===== src/shm_pkg.sv =====
package shm_pkg;
  // register byte offsets
  localparam logic [7:0] OFS_TX    = 8'h00; // write one command character
  localparam logic [7:0] OFS_RX    = 8'h04; // read next reply character
  localparam logic [7:0] OFS_STS   = 8'h08; // sticky events, write one to clear
  localparam logic [7:0] OFS_MSK   = 8'h0c; // interrupt mask
  localparam logic [7:0] OFS_POS   = 8'h10; // current position
  localparam logic [7:0] OFS_STATE = 8'h14; // live state bits
  localparam logic [7:0] OFS_VEL   = 8'h18; // beginning and end velocity
  // status bit positions
  localparam int ST_DONE  = 0; // move or homing finished
  localparam int ST_HOME  = 1; // home sensor change stopped homing
  localparam int ST_LIMIT = 2; // limit stop
  localparam int ST_REPLY = 3; // reply ready to read
  localparam int ST_ERR   = 4; // command refused
  localparam int ST_W     = 5;
  localparam logic [ST_W-1:0] MSK_RST = 5'h00;
  // sensor filter timing
  localparam int CLK_PERIOD_NS = 100;
  localparam int DB_TIME_NS    = 3000;
  // active level must outlast the time, so one cycle more
  localparam int DB_CYC = (DB_TIME_NS + CLK_PERIOD_NS - 1) / CLK_PERIOD_NS + 1;
  // ascii codes
  localparam logic [7:0] CH_CR = 8'h0d;
  localparam logic [7:0] CH_0  = 8'h30;
  localparam logic [7:0] CH_GT = 8'h3e;
  localparam logic [7:0] CH_PL = 8'h2b;
  localparam logic [7:0] CH_MI = 8'h2d;
  localparam logic [7:0] CH_AT = 8'h40;
  localparam logic [7:0] CH_D  = 8'h44;
  localparam logic [7:0] CH_H  = 8'h48;
  localparam logic [7:0] CH_L  = 8'h4c;
  localparam logic [7:0] CH_P  = 8'h50;
  localparam logic [7:0] CH_Y  = 8'h59;
  // command letters
  localparam logic [7:0] CMD_NULL = 8'h4e; // homing or set position
  localparam logic [7:0] CMD_BEG  = 8'h42; // beginning velocity
  localparam logic [7:0] CMD_END  = 8'h45; // end velocity
  localparam logic [7:0] CMD_SLP  = 8'h53; // slope
  localparam logic [7:0] CMD_MOVE = 8'h4d; // absolute move
  localparam logic [7:0] CMD_REL  = 8'h52; // relative move
  localparam logic [7:0] CMD_QRY  = 8'h49; // port_state_query
  localparam logic [7:0] CMD_AUTO = 8'h4b; // auto-run
  localparam logic [7:0] CMD_LEG  = 8'h6f; // legacy_profile_cmd lead letter
  // reset values of the profile
  localparam logic [15:0] BV_RST = 16'h0064;
  localparam logic [15:0] EV_RST = 16'h0bb8;
  localparam logic [15:0] SV_RST = 16'h0003;
endpackage


===== src/shm_motion.sv =====
`timescale 1ns/100ps
// Notes on behaviour
// - query reply: prefix, address, '>', digits
// - home query last digit shows blocked
// - zero homing sets position; flags ignore sensors
// - trailing H disables home input
// - digit one seeks home in sign direction
// - home change halts a homing seek at once
// - limit active low, invertible by option
// - limit accepted only beyond 3 us
// - limit checked before steps away, or checked relative
// - limit aborts move, keeps reached position
// - after limit only moves toward home
// - limit query digit one when inactive
// - separate begin, end, slope commands
// - ramp length (end-begin)/slope steps
// - move goes to absolute position with ramp
// - auto-run store executed at power up
// - legacy command selects old profile, also auto-run
// - home active high, beyond 3 us
module shm_motion #(
  parameter int         POS_W  = 32,    // position width
  parameter int         VEL_W  = 16,    // velocity width
  parameter int         ACC_W  = 24,    // step rate accumulator width
  parameter bit         WIDE   = 1'b0,  // wide counter option, ten reply digits
  parameter logic [7:0] PREFIX = 8'h61, // reply prefix character
  parameter logic [7:0] ADDR   = 8'h30  // board address character
) (
  input  wire logic        pclk,
  input  wire logic        presetn,
  input  wire logic        psel,
  input  wire logic        penable,
  input  wire logic        pwrite,
  input  wire logic [7:0]  paddr,
  input  wire logic [31:0] pwdata,
  output logic      [31:0] prdata,
  output logic             pready,
  output logic             pslverr,
  input  wire logic        home_in,
  input  wire logic        limit_in,
  input  wire logic        autorun_nv,
  input  wire logic        legacy_nv,
  output logic             step_out,
  output logic             dir_out,
  output logic             autorun_out,
  output logic             irq
);
  // reply is prefix, address, marker, then zero-padded digits
  localparam logic [3:0] RLEN = WIDE ? 4'd13 : 4'd8; // reply length
  localparam logic [5:0] DBC  = 6'(shm_pkg::DB_CYC);

  // motion engine states
  typedef enum logic [1:0] {
    SHM_IDLE = 2'b00, // waiting
    SHM_MOVE = 2'b01, // counted move
    SHM_SEEK = 2'b10  // homing seek
  } shm_st_type;

  // every flop of the block lives in this record
  typedef struct packed {
    logic [1:0]       hs, ls, as, gs; // synchronisers, bit 0 first stage
    logic             hst, lst;       // filtered levels
    logic [5:0]       hc, lc;         // filter counters
    logic [1:0]       boot;           // power-up delay count
    logic [7:0]       cmd;            // command letter
    logic             neg;            // minus sign seen
    logic [POS_W-1:0] num;            // decimal argument
    logic [3:0]       dig;            // last digit
    logic             fh, fl, fp, fy; // option letters
    logic [1:0]       leg;            // legacy string progress
    logic             ign_h, ign_l;   // sensors ignored
    logic             linv, legacy, autorun;
    logic [VEL_W-1:0] bv, ev, sv, vel;
    logic [POS_W-1:0] pos, rem, acnt;
    logic [ACC_W-1:0] acc;
    shm_st_type       st;
    logic             dir, hdir, chk, lhit, hprev, step;
    logic [3:0]       ridx;           // reply read index
    logic             rbit;           // reply state digit
    logic [shm_pkg::ST_W-1:0] sts, msk;
    logic [31:0]      rdat;
  } shm_regs_type;

  // registered state and its next value
  shm_regs_type r, n;

  // reply character at position i
  function automatic logic [7:0] rchar(input logic [3:0] i, input logic b);
    if (i == 4'd0) begin
      return PREFIX;
    end else if (i == 4'd1) begin
      return ADDR;
    end else if (i == 4'd2) begin
      return shm_pkg::CH_GT;
    end else if (i == RLEN - 4'd1) begin
      return shm_pkg::CH_0 + {7'h00, b};
    end
    return shm_pkg::CH_0;
  endfunction

  // one filter stage: level follows input only after it persists
  function automatic logic [6:0] dbnc(input logic s, input logic lv, input logic [5:0] c);
    if (s == lv) begin
      return {lv, 6'h00};
    end else if (c == DBC - 6'd1) begin
      return {s, 6'h00};
    end
    return {lv, c + 6'd1};
  endfunction

  // next state
  always_comb begin
    logic        acc_w, away, hact, lact, go, ovf;
    logic [7:0]  ch;
    logic [6:0]  fh7, fl7;
    logic [ACC_W:0] asum;
    logic [VEL_W:0] vs;
    logic [POS_W-1:0] tgt, d;
    acc_w = 1'b0;
    away  = 1'b0;
    go    = 1'b0;
    ovf   = 1'b0;
    hact  = 1'b0;
    lact  = 1'b0;
    fh7   = '0;
    fl7   = '0;
    ch    = pwdata[7:0];
    tgt   = '0;
    d     = '0;
    asum  = '0;
    vs    = '0;
    n = r;
    n.step = 1'b0;
    // synchronise pins, filter sensors
    n.hs = {r.hs[0], home_in};
    n.ls = {r.ls[0], limit_in};
    n.as = {r.as[0], autorun_nv};
    n.gs = {r.gs[0], legacy_nv};
    fh7 = dbnc(r.hs[1], r.hst, r.hc);
    fl7 = dbnc(r.ls[1], r.lst, r.lc);
    n.hst = fh7[6];
    n.hc  = fh7[5:0];
    n.lst = fl7[6];
    n.lc  = fl7[5:0];
    hact = r.hst & ~r.ign_h;
    lact = ~r.lst ^ r.linv;
    // apb: capture read data in setup, act in access
    acc_w = psel & penable & pwrite;
    if (psel & ~penable & ~pwrite) begin
      case (paddr)
        shm_pkg::OFS_RX:    n.rdat = (r.ridx < RLEN) ? {24'h0, rchar(r.ridx, r.rbit)} : '0;
        shm_pkg::OFS_STS:   n.rdat = {27'h0, r.sts};
        shm_pkg::OFS_MSK:   n.rdat = {27'h0, r.msk};
        shm_pkg::OFS_POS:   n.rdat = 32'(r.pos);
        shm_pkg::OFS_STATE: n.rdat = {23'h0, r.ridx < RLEN, r.autorun, r.legacy, r.lhit,
                                      lact, hact, r.dir, r.st};
        shm_pkg::OFS_VEL:   n.rdat = {r.ev, r.bv};
        default:            n.rdat = '0;
      endcase
    end
    // a read of the reply port pops one character
    if (psel & penable & ~pwrite & (paddr == shm_pkg::OFS_RX) & (r.ridx < RLEN)) begin
      n.ridx = r.ridx + 4'd1;
    end
    // write one to clear; event sets further down win
    if (acc_w & (paddr == shm_pkg::OFS_STS)) begin
      n.sts = r.sts & ~pwdata[shm_pkg::ST_W-1:0];
    end
    // mask takes the low bits only
    if (acc_w & (paddr == shm_pkg::OFS_MSK)) begin
      n.msk = pwdata[shm_pkg::ST_W-1:0];
    end
    // power up: run the stored contents once
    // wait until the strap synchronisers have filled
    if (r.boot != 2'h0) begin
      n.boot = r.boot - 2'h1;
    end
    if (r.boot == 2'h1) begin
      n.autorun = r.as[1];
      if (r.as[1] & r.gs[1]) begin
        n.legacy = 1'b1;
      end
    end
    // motion engine
    if (r.st != SHM_IDLE) begin
      asum = {1'b0, r.acc} + {{(ACC_W - VEL_W + 1){1'b0}}, r.vel};
      n.acc = asum[ACC_W-1:0];
      ovf = asum[ACC_W];
      away = (r.st == SHM_MOVE) & (r.dir != r.hdir);
      // home edge ends the seek and zeroes position
      if ((r.st == SHM_SEEK) & (hact != r.hprev)) begin
        n.st = SHM_IDLE;
        n.pos = '0;
        n.sts[shm_pkg::ST_HOME] = 1'b1;
        n.sts[shm_pkg::ST_DONE] = 1'b1;
      end else if (ovf & (away | r.chk) & ~r.ign_l & lact) begin
        n.st = SHM_IDLE;
        n.lhit = 1'b1;
        n.sts[shm_pkg::ST_LIMIT] = 1'b1;
        n.sts[shm_pkg::ST_DONE] = 1'b1;
      end else if (ovf) begin
        // one step: move position and count down
        n.step = 1'b1;
        n.pos = r.dir ? r.pos - POS_W'(1) : r.pos + POS_W'(1);
        n.rem = r.rem - POS_W'(1);
        if (r.legacy) begin
          n.vel = r.vel;
        end else if ((r.st == SHM_MOVE) & (r.rem - POS_W'(1) <= r.acnt) & (r.acnt != '0)) begin
          // decelerate once the remaining steps fit the ramp
          vs = {1'b0, r.vel} - {1'b0, r.sv};
          n.vel = (vs[VEL_W] | (vs[VEL_W-1:0] < r.bv)) ? r.bv : vs[VEL_W-1:0];
          n.acnt = r.acnt - POS_W'(1);
        end else if (r.vel < r.ev) begin
          // accelerate toward the end velocity
          vs = {1'b0, r.vel} + {1'b0, r.sv};
          n.vel = (vs > {1'b0, r.ev}) ? r.ev : vs[VEL_W-1:0];
          n.acnt = r.acnt + POS_W'(1);
        end
        // last step of a counted move
        if ((r.st == SHM_MOVE) & (r.rem == POS_W'(1))) begin
          n.st = SHM_IDLE;
          n.sts[shm_pkg::ST_DONE] = 1'b1;
        end
      end
    end
    // command characters
    if (acc_w & (paddr == shm_pkg::OFS_TX)) begin
      if (ch == shm_pkg::CH_CR) begin
        n.cmd = '0;
        n.neg = 1'b0;
        n.num = '0;
        n.dig = '0;
        {n.fh, n.fl, n.fp, n.fy} = 4'h0;
        n.leg = '0;
        // execute the collected command
        case (r.cmd)
          shm_pkg::CMD_NULL: begin
            if (r.st != SHM_IDLE) begin
              n.sts[shm_pkg::ST_ERR] = 1'b1;
            end else begin
              n.ign_h = r.fh;
              n.ign_l = r.fl;
              n.linv  = r.fp;
              n.lhit  = 1'b0;
              n.hdir  = r.neg;
              if ((r.dig == 4'd1) & ~r.fh) begin
                n.st = SHM_SEEK;
                n.dir = r.neg;
                n.hprev = hact;
                n.chk = 1'b0;
                go = 1'b1;
              end else begin
                n.pos = '0;
              end
            end
          end
          shm_pkg::CMD_BEG:  n.bv = r.num[VEL_W-1:0];
          shm_pkg::CMD_END:  n.ev = r.num[VEL_W-1:0];
          shm_pkg::CMD_SLP:  n.sv = r.num[VEL_W-1:0];
          shm_pkg::CMD_MOVE, shm_pkg::CMD_REL: begin
            if (r.cmd == shm_pkg::CMD_MOVE) begin
              tgt = r.neg ? '0 - r.num : r.num;
            end else begin
              tgt = r.neg ? r.pos - r.num : r.pos + r.num;
            end
            d = tgt - r.pos;
            if ((r.st != SHM_IDLE) | (r.lhit & (d[POS_W-1] != r.hdir) & (d != '0))) begin
              n.sts[shm_pkg::ST_ERR] = 1'b1;
            end else if (d == '0) begin
              n.sts[shm_pkg::ST_DONE] = 1'b1;
            end else begin
              n.st  = SHM_MOVE;
              n.dir = d[POS_W-1];
              n.rem = d[POS_W-1] ? '0 - d : d;
              n.chk = (r.cmd == shm_pkg::CMD_REL) & r.fy;
              n.lhit = r.lhit & (d[POS_W-1] != r.hdir) ? 1'b1 : 1'b0;
              go = 1'b1;
            end
          end
          shm_pkg::CMD_QRY: begin
            n.ridx = '0;
            n.rbit = (r.dig == 4'd1) ? hact : (r.dig == 4'd3) ? ~lact : 1'b0;
            n.sts[shm_pkg::ST_REPLY] = 1'b1;
          end
          shm_pkg::CMD_AUTO: n.autorun = (r.num != '0);
          shm_pkg::CMD_LEG: begin
            if (r.leg == 2'd3) begin
              n.legacy = 1'b1;
            end else begin
              n.sts[shm_pkg::ST_ERR] = 1'b1;
            end
          end
          default: n.sts[shm_pkg::ST_ERR] = 1'b1;
        endcase
        // new motion restarts ramp and accumulator
        if (go) begin
          n.vel  = r.legacy ? r.ev : r.bv;
          n.acc  = '0;
          n.acnt = '0;
        end
      end else if (r.cmd == '0) begin
        n.cmd = ch;
      end else if (ch == shm_pkg::CH_MI) begin
        n.neg = 1'b1;
      end else if ((ch >= shm_pkg::CH_0) & (ch <= shm_pkg::CH_0 + 8'h09)) begin
        // decimal digits accumulate, last one kept
        n.num = (r.num << 3) + (r.num << 1) + POS_W'(ch - shm_pkg::CH_0);
        n.dig = 4'(ch - shm_pkg::CH_0);
      end else begin
        // legacy string progress and option letters
        if ((r.cmd == shm_pkg::CMD_LEG) &
            (((r.leg == 2'd0) & (ch == shm_pkg::CH_AT)) | ((r.leg == 2'd1) & (ch == shm_pkg::CH_L))
             | ((r.leg == 2'd2) & (ch == shm_pkg::CH_D)))) begin
          n.leg = r.leg + 2'd1;
        end
        n.fh = r.fh | (ch == shm_pkg::CH_H);
        n.fl = r.fl | (ch == shm_pkg::CH_L);
        n.fp = r.fp | (ch == shm_pkg::CH_P);
        n.fy = r.fy | (ch == shm_pkg::CH_Y);
      end
    end
  end

  // state register
  always_ff @(posedge pclk or negedge presetn) begin
    if (!presetn) begin
      r <= '{hs: 2'h0, ls: 2'h0, as: 2'h0, gs: 2'h0, hst: 1'b0, lst: 1'b1, hc: 6'h00,
             lc: 6'h00, boot: 2'h3, cmd: 8'h00, neg: 1'b0, num: '0, dig: 4'h0, fh: 1'b0,
             fl: 1'b0, fp: 1'b0, fy: 1'b0, leg: 2'h0, ign_h: 1'b0, ign_l: 1'b0,
             linv: 1'b0, legacy: 1'b0, autorun: 1'b0, bv: shm_pkg::BV_RST,
             ev: shm_pkg::EV_RST, sv: shm_pkg::SV_RST, vel: '0, pos: '0, rem: '0,
             acnt: '0, acc: '0, st: SHM_IDLE, dir: 1'b0, hdir: 1'b0, chk: 1'b0,
             lhit: 1'b0, hprev: 1'b0, step: 1'b0, ridx: RLEN, rbit: 1'b0,
             sts: 5'h00, msk: shm_pkg::MSK_RST, rdat: 32'h0000_0000};
    end else begin
      r <= n;
    end
  end

  // outputs from the state record, irq masked by msk; pready and pslverr tied off
  assign prdata      = r.rdat;
  assign pready      = 1'b1;
  assign pslverr     = 1'b0;
  assign step_out    = r.step;
  assign dir_out     = r.dir;
  assign autorun_out = r.autorun;
  assign irq         = |(r.sts & r.msk);
endmodule // shm_motion


===== config.mk =====
export PLATFORM = sky130hd
export DESIGN_NAME = shm_motion
export DESIGN_NICKNAME = d
export VERILOG_FILES = /design/src/shm_pkg.sv /design/src/shm_motion.sv
export SDC_FILE = /design/constraint.sdc
export NUM_CORES = 1
export LEC_CHECK = 0
export BUFFER_PORTS_ARGS = -buffer_cell sky130_fd_sc_hd__buf_2
export CORE_AREA = 2 2 282 214
export DETAILED_ROUTE_END_ITERATION = 8
export DIE_AREA = 0 0 284 216
export PLACE_DENSITY = 0.73
export SLEW_MARGIN = 15
export SYNTH_ARGS = -nofsm -noshare
export SYNTH_HDL_FRONTEND = slang
export SYNTH_SLANG_ARGS = --single-unit

===== constraint.sdc =====
create_clock -name pclk -period 7.85 [get_ports pclk]
set_input_delay 0.3925 -clock pclk [delete_from_list [all_inputs] [get_ports pclk]]
set_output_delay 0.3925 -clock pclk [all_outputs]
set_load 0.05 [all_outputs]

==> flow_summary.yaml, run 1 <==
status:
  status: "completed"
synthesis:
  ys_top_cells_by_count: "nand2_1 (363), nor2_1 (332), dfrtp_1 (302)"
  synthArstFlopShare: 1.00
  yosys.area.top_type: "dfrtp_1"
  ys_seq_area_frac: 0.275
  syn-num-nets: 3906
  netlist.area_leader.share: 0.260
  netlist_instances: 3548
  synth_area_leaders: "dfrtp_1 (26%), ha_1 (12%), xnor2_1 (6.6%)"
  ys_types: 89
  synth_edf_count: 0
  synth_area_mm2: 0.0290
  synth-seq-cells: 318
  synth_ff_type: "dfrtp_1"
  syn_area_per_cell_um2: 8.18
  yosysMostFrequentCell: "nand2_1"
  yosys_warnings: 0
worst_setup_path:
  ff2ff_path_depth: 36
  critPathMaxFanout: 7
  critPathKind: "reg2reg"
  r2r_setup_slack_ns: 0.25
  cpPeakStageDelay_ns: 0.55
  crit_family: "simple AND/OR/NAND/NOR gates"
  cp.arrival_ns: 8.09
  path_buf_inv: 5
  timing.critical_path.required_ns: 8.34
  crit_slowest_cell: "or4_4"
  crit_path_end_kind: "flop"
  cp.depth: 36
  cp-start-kind: "flop"
  r2r_end: "r[188]"
  crit-reg2reg-launch: "r[255]"
floorplanning:
  coreArea_mm2: 0.0586
  die_area_mm2: 0.0613
  die_h_um: 216
  die_x_um: 284
  rows: 77
  boundaryPins: 87
  initial_core_util: 0.496
global_routing:
  met3_usage: 0.0680
  antenna_found_initial: 1
  grt_use_met2: 0.378
  grt_max_degree: 159
  grt.busiest_layer: "met1"
  track_usage: 0.274
  grt_pass1_vias: 23500
  grt_pass1_wl_um: 134000
  overflow: 0
  met1_usage: 0.419
pwr:
  switchingPower_uw: 943
  internal_power_uw: 2640
  power_uw: 3590
  switching_share: 0.263
  seqPwrFrac: 0.460
  p_per_area_mw_per_mm2: 112
  ir_drop_mv: 0.132
  leakage_uw: 0.0149
  p_clk_frac: 0.464
  p_comb_frac: 0.076
sta:
  fin_ws_ns: 0.251
  setup_viol: 0
  slew_headroom: 0.290
  fmax_ghz: 0.132
  hold_viol: 0
  worstMarginPinSlew_ns: 1.06
  slew_viol_final: 0
  final.min_clock_period_ns: 7.60
  fin_crit_sh: 0.968
  clock_skew_ns: 0.0243
route:
  vias_per_cell: 5.93
  firstDrtPassIters: 6
  wl_um: 86700
  num_vias: 26200
  drcViolationCount: 0
  drt_iter0_drc: 2595
  ant_nets: 0
  wire_per_inst_um: 19.6
worst_hold_path:
  hp-class: "in2reg"
  holdPathStages: 2
  hold-path-endpoint: "r[292]"
  worstHoldStart: "pwdata[5]"
final_layout:
  final_cells: 4414
  area_growth_pct: 10.2
  fin_nets: 3955
  fin_util: 0.546
  diodes: 0
  drive_gt1_frac: 0.103
clock_tree:
  cts_buffer_depth: 3
  clk-insertion-delay-late_ns: 0.58
  cts_sinks: 318
  clk_pin_slew_worst_paths_ns: 0.06
  cts_buffers: 36
  htreeDepth: 2
  root_buffer: "clkbuf_16"
  cts_tree: "built"
flow_run:
  drv_cap: 0
placed_design:
  hpwlAfterDp_um: 66500
  placedCellCount: 4322
  port_buffers: 60
  place_ws_ns: 0.00567
  routabilityCongestion: 0.984
-- sequential cells by signal, indices dropped and copies added, names as in the netlist --
name,cells
dir_out,1
n,4
step_out,1
autorun_out,1
r,279
prdata,32
-- stage by stage --
step / hold slack (ns) / TNS (ns) / instance area (um^2)
after floorplan: 0.0969 / 0 / 29000
after global placement: 0.333 / 0 / 30300
after detailed placement: 0.335 / 0 / 30300
after CTS: 0.129 / 0 / 31500
after global routing: 0.165 / -1.50 / 32000
final: 0.165 / 0 / 32000
-- worst reg2reg max path, delay by kind of cell, from the launching register on --
kind | cells | cell delay (ns)
buf+inv | 5 | 0.70
xor+xnor | 1 | 0.19
fa+ha+maj | 3 | 0.65
simple gates | 14 | 3.51
compound gates | 13 | 2.08
flops | 1 | 0.40
-- power by group through the flow --
stage / Sequential [uW] / Combinational [uW] / Clock (uW)
after floorplan: 1680 / 144 / 0
after global placement: 1680 / 246 / 0
after detailed placement: 1680 / 249 / 0
after CTS: 1650 / 253 / 1690
after global routing: 1650 / 298 / 1760
final: 1650 / 273 / 1660
-- worst max path at each step --
stage / startpoint / slack (ns) / to
6_report: r[255] / 0.25 / r[188]
5_1_grt: r[255] / -0.09 / r[190]
4_1_cts: r[255] / 0.16 / r[129]
3_5_place_dp: r[255] / 0.006 / r[129]
3_3_place_gp: r[254] / 0.13 / r[139]
2_1_floorplan: r[257] / 0.34 / r[137]
-- area by class of cell --
cell class / instances / area (um^2)
tap: 790 / 988
timing repair buffer: 178 / 1380
clock inverter: 13 / 116
multi-input combinational: 2841 / 19700
inverter: 222 / 833
clock buffer: 52 / 1000
fill: 5466 / 26600
sequential: 318 / 7980
-- metal layers --
| metal | part of all wire | wire, um |
|---|---|---|
| met1 | 0.47 | 41200 |
| met2 | 0.39 | 34200 |
| met3 | 0.10 | 9000 |
| met4 | 0.028 | 2390 |
| met5 | 0 | 0 |
-- placed cells by master (no fill, tap or decap), drive strengths merged, types with 31 or more instances in the layout --
cell type and instances:
nand4 38, xnor2 218, buf 169, a21oi 245
nor3 95, ha 274, o21ai 274, o211ai 31
inv 227, nand2b 51, or3 33, nor2b 40
fa 35, nand3 91, nor2 332, mux2 40
a31oi 31, nand2 364, clkbuf 56, mux2i 57
dfrtp 302, a21o 76, xor2 121
-- kinds of logic (layout without fill, tap and decap cells) --
kind of cell             Yosys count  after routing  share of synthesized area
multiplexers                      97             97                     0.0353
XOR/XNOR                         339            339                      0.102
other                              2              2                   0.000259
adder cells (fa/ha/maj)          309            309                      0.142
AO/OA/AOI/OAI                    921            921                      0.199
buffers and inverters            389            465                     0.0563
AND/OR/NAND/NOR                 1173           1173                      0.190
flip-flops                       318            318                      0.275
-- repair_timing --
item / in CTS / in global routing
endpoints found under the setup margin: 11 / 109
cloned: 0 / 5
pin swaps: 0 / 29
setup buffers: 0 / 17
resized for setup: 2 / 67
hold buffers: 5 / 0
hold endpoints to repair: 86 / 0
Note: power is estimated with default switching activity, not from simulation.
==> run 2, diff against run 1 <==
Settings changed: ABC_AREA set to 1, BUFFER_PORTS_ARGS -buffer_cell sky130_fd_sc_hd__buf_2 to -buffer_cell sky130_fd_sc_hd__buf_4, CAP_MARGIN set to 5, CORE_AREA 2 2 282 214 to 2 2 290 220, DIE_AREA 0 0 284 216 to 0 0 292 222.
==> flow_summary.yaml, run 2 <==
route:
  ant_nets: 0
  firstDrtPassIters: 8
  drcViolationCount: 0
  wire_per_inst_um: 18.2
  vias_per_cell: 5.67
  wl_um: 97500
  drt_iter0_drc: 3485
  num_vias: 30400
worst_setup_path:
  r2r_end: "r[183]"
  crit_path_end_kind: "flop"
  cp.arrival_ns: 7.62
  crit-reg2reg-launch: "r[255]"
  cp-start-kind: "flop"
  cpPeakStageDelay_ns: 0.45
  critPathKind: "reg2reg"
  ff2ff_path_depth: 40
  r2r_setup_slack_ns: 0.72
  critPathMaxFanout: 22
  path_buf_inv: 4
  crit_family: "simple AND/OR/NAND/NOR gates"
  crit_slowest_cell: "dfrtp_1"
  crit_top_cell: "o21ai_0"
  timing.critical_path.required_ns: 8.34
synthesis:
  ys_types: 68
  syn-num-nets: 4882
  netlist.area_leader.share: 0.246
  synth_ff_type: "dfrtp_1"
  synth_edf_count: 0
  synth_area_leaders: "dfrtp_1 (25%), nand2_1 (13%), ha_1 (11%)"
  synthArstFlopShare: 1.00
  ys_top_cells_by_count: "nand2_1 (1031), inv_1 (593), nor2_1 (423)"
  synth-seq-cells: 318
  yosys_warnings: 0
  yosysMostFrequentCell: "nand2_1"
  synth_area_mm2: 0.0307
  netlist_instances: 4524
  yosys.area.top_type: "dfrtp_1"
  ys_seq_area_frac: 0.260
  syn_area_per_cell_um2: 6.78
sta:
  slew_viol_final: 0
  fin_crit_sh: 0.909
  worstMarginPinSlew_ns: 1.33
  tns_ns: 0
  setup_viol: 0
  hold_slack_ns: 0.173
  fmax_ghz: 0.140
  final.min_clock_period_ns: 7.13
  fin_ws_ns: 0.718
  slew_headroom: 0.102
  hold_viol: 0
  rsz0062_at_grt: "no"
  clock_skew_ns: 0.0214
clock_tree:
  clk-insertion-delay-late_ns: 0.57
  root_buffer: "clkbuf_16"
  htreeDepth: 2
  cts_tree: "built"
  cts_sinks: 318
  clk_pin_slew_worst_paths_ns: 0.06
  cts_buffer_depth: 3
  cts_buffers: 39
flow_run:
  drv_cap: 0
final_layout:
  drive_gt1_frac: 0.0592
  final_cell_mix: "nand2_1 (1030), inv_1 (592), nor2_1 (420), o21ai_0 (409), a21oi_1 (343)"
  fin_nets: 4877
  design_area_mm2: 0.0332
  regMostFlops: "r"
  final_common_cell: "nand2_1"
  largest_reg_flops: 279
  area_growth_pct: 8.02
global_routing:
  antenna_found_initial: 2
  overflow: 0
  grt_max_degree: 133
  grt_pass1_vias: 27400
  track_usage: 0.295
  grt_pass1_wl_um: 152000
floorplanning:
  coreArea_mm2: 0.0618
  die_x_um: 292
  die_h_um: 222
  die_area_mm2: 0.0648
  rows: 79
  initial_core_util: 0.497
  boundaryPins: 87
pwr:
  switchingPower_uw: 940
  leakage_uw: 0.0167
  seqPwrFrac: 0.442
  p_clk_frac: 0.498
  switching_share: 0.250
  internal_power_uw: 2820
  ir_drop_mv: 0.136
  p_comb_frac: 0.060
  p_per_area_mw_per_mm2: 114
placed_design:
  hpwlAfterDp_um: 76600
  routabilityCongestion: 0.997
  placed_cell_area_mm2: 0.0317
  port_buffers: 60
  place_ws_ns: 0.439
worst_hold_path:
  holdPathStages: 3
  hp-class: "in2reg"
  worstHoldStart: "pwdata[7]"
  hold-path-endpoint: "r[294]"
status:
  status: "completed"
run 2: cell count changes in the layout (fill, tap and decap cells not counted), sizes merged, moves of 55 or more:
cell	change
nand2	+678
inv	+385
xnor2	-184
o21ai	+157
nand3	+146
nor2	+103
a21oi	+100
buf	-68
a21o	-60
mux2i	-55
run 2: worst min-delay path: stages:
cell	delay, ns
buf_4	0.13
inv_1	0.08
o21ai_0	0.08
run 2: power groups by stage:
stage	combinational, uW	sequential, uW	clock, uW
3_5_place_dp	222	1690	0
5_1_grt	255	1660	1980
6_report	224	1660	1870
4_1_cts	225	1660	1910
2_1_floorplan	134	1690	0
3_3_place_gp	218	1690	0
run 2: how the worst max path moves through the flow:
| stage | start | end | slack, ns | cells after the start |
|---|---|---|---|---|
| finish | r[255] | r[183] | 0.72 | 40 |
| global route | r[255] | r[188] | 0.01 | 41 |
| CTS | r[255] | r[184] | 0.41 | 41 |
| detailed placement | r[255] | r[184] | 0.44 | 41 |
| global placement | r[255] | r[184] | 0.58 | 41 |
| floorplan | r[255] | r[131] | 1.90 | 39 |
run 2: per-stage QoR:
stage	instances	utilization	power, uW
floorplan	4524	-	1820
global placement	5281	0.514	1910
detailed placement	5281	0.514	1910
CTS	5354	0.536	3800
global route	5356	0.537	3900
finish	5358	0.537	3760
run 2: per-layer routing:
metal	vias to the layer above	global-route usage	share of wire
li1	14900	-	-
met1	14000	0.449	0.47
met2	1317	0.425	0.40
met3	150	0.0589	0.10
met4	0	0.0707	0.024
met5	-	0	0
run 2: cell families (layout without fill, tap and decap cells):
group,count (synthesis),in the layout,share of synthesized area
and+or+nand+nor,1925,1926,0.266
AOI/OAI and AO/OA,999,999,0.180
buffers and inverters,765,786,0.100
DFF,318,318,0.260
adders and majority gates,309,309,0.135
xor gates and xnor gates,203,203,0.0582
muxes,3,3,0.00102
other,2,4,0.000245
run 2: layout make-up:
type                            instances  area, um^2
Multi-Input combinational cell       3442       19700
Antenna cell                            2        5.00
Sequential cell                       318        7980
Tap cell                              810        1010
Timing Repair Buffer                  106         853
Clock inverter                         16         184
Fill cell                            6127       28600
Clock buffer                           52        1110
Inverter                              612        2300
run 2: timing repair:
item	CTS	global route
endpoints found under the setup margin	0	108
setup buffers	0	1
hold buffers	5	0
hold endpoints to repair	71	0
resized for setup	0	10
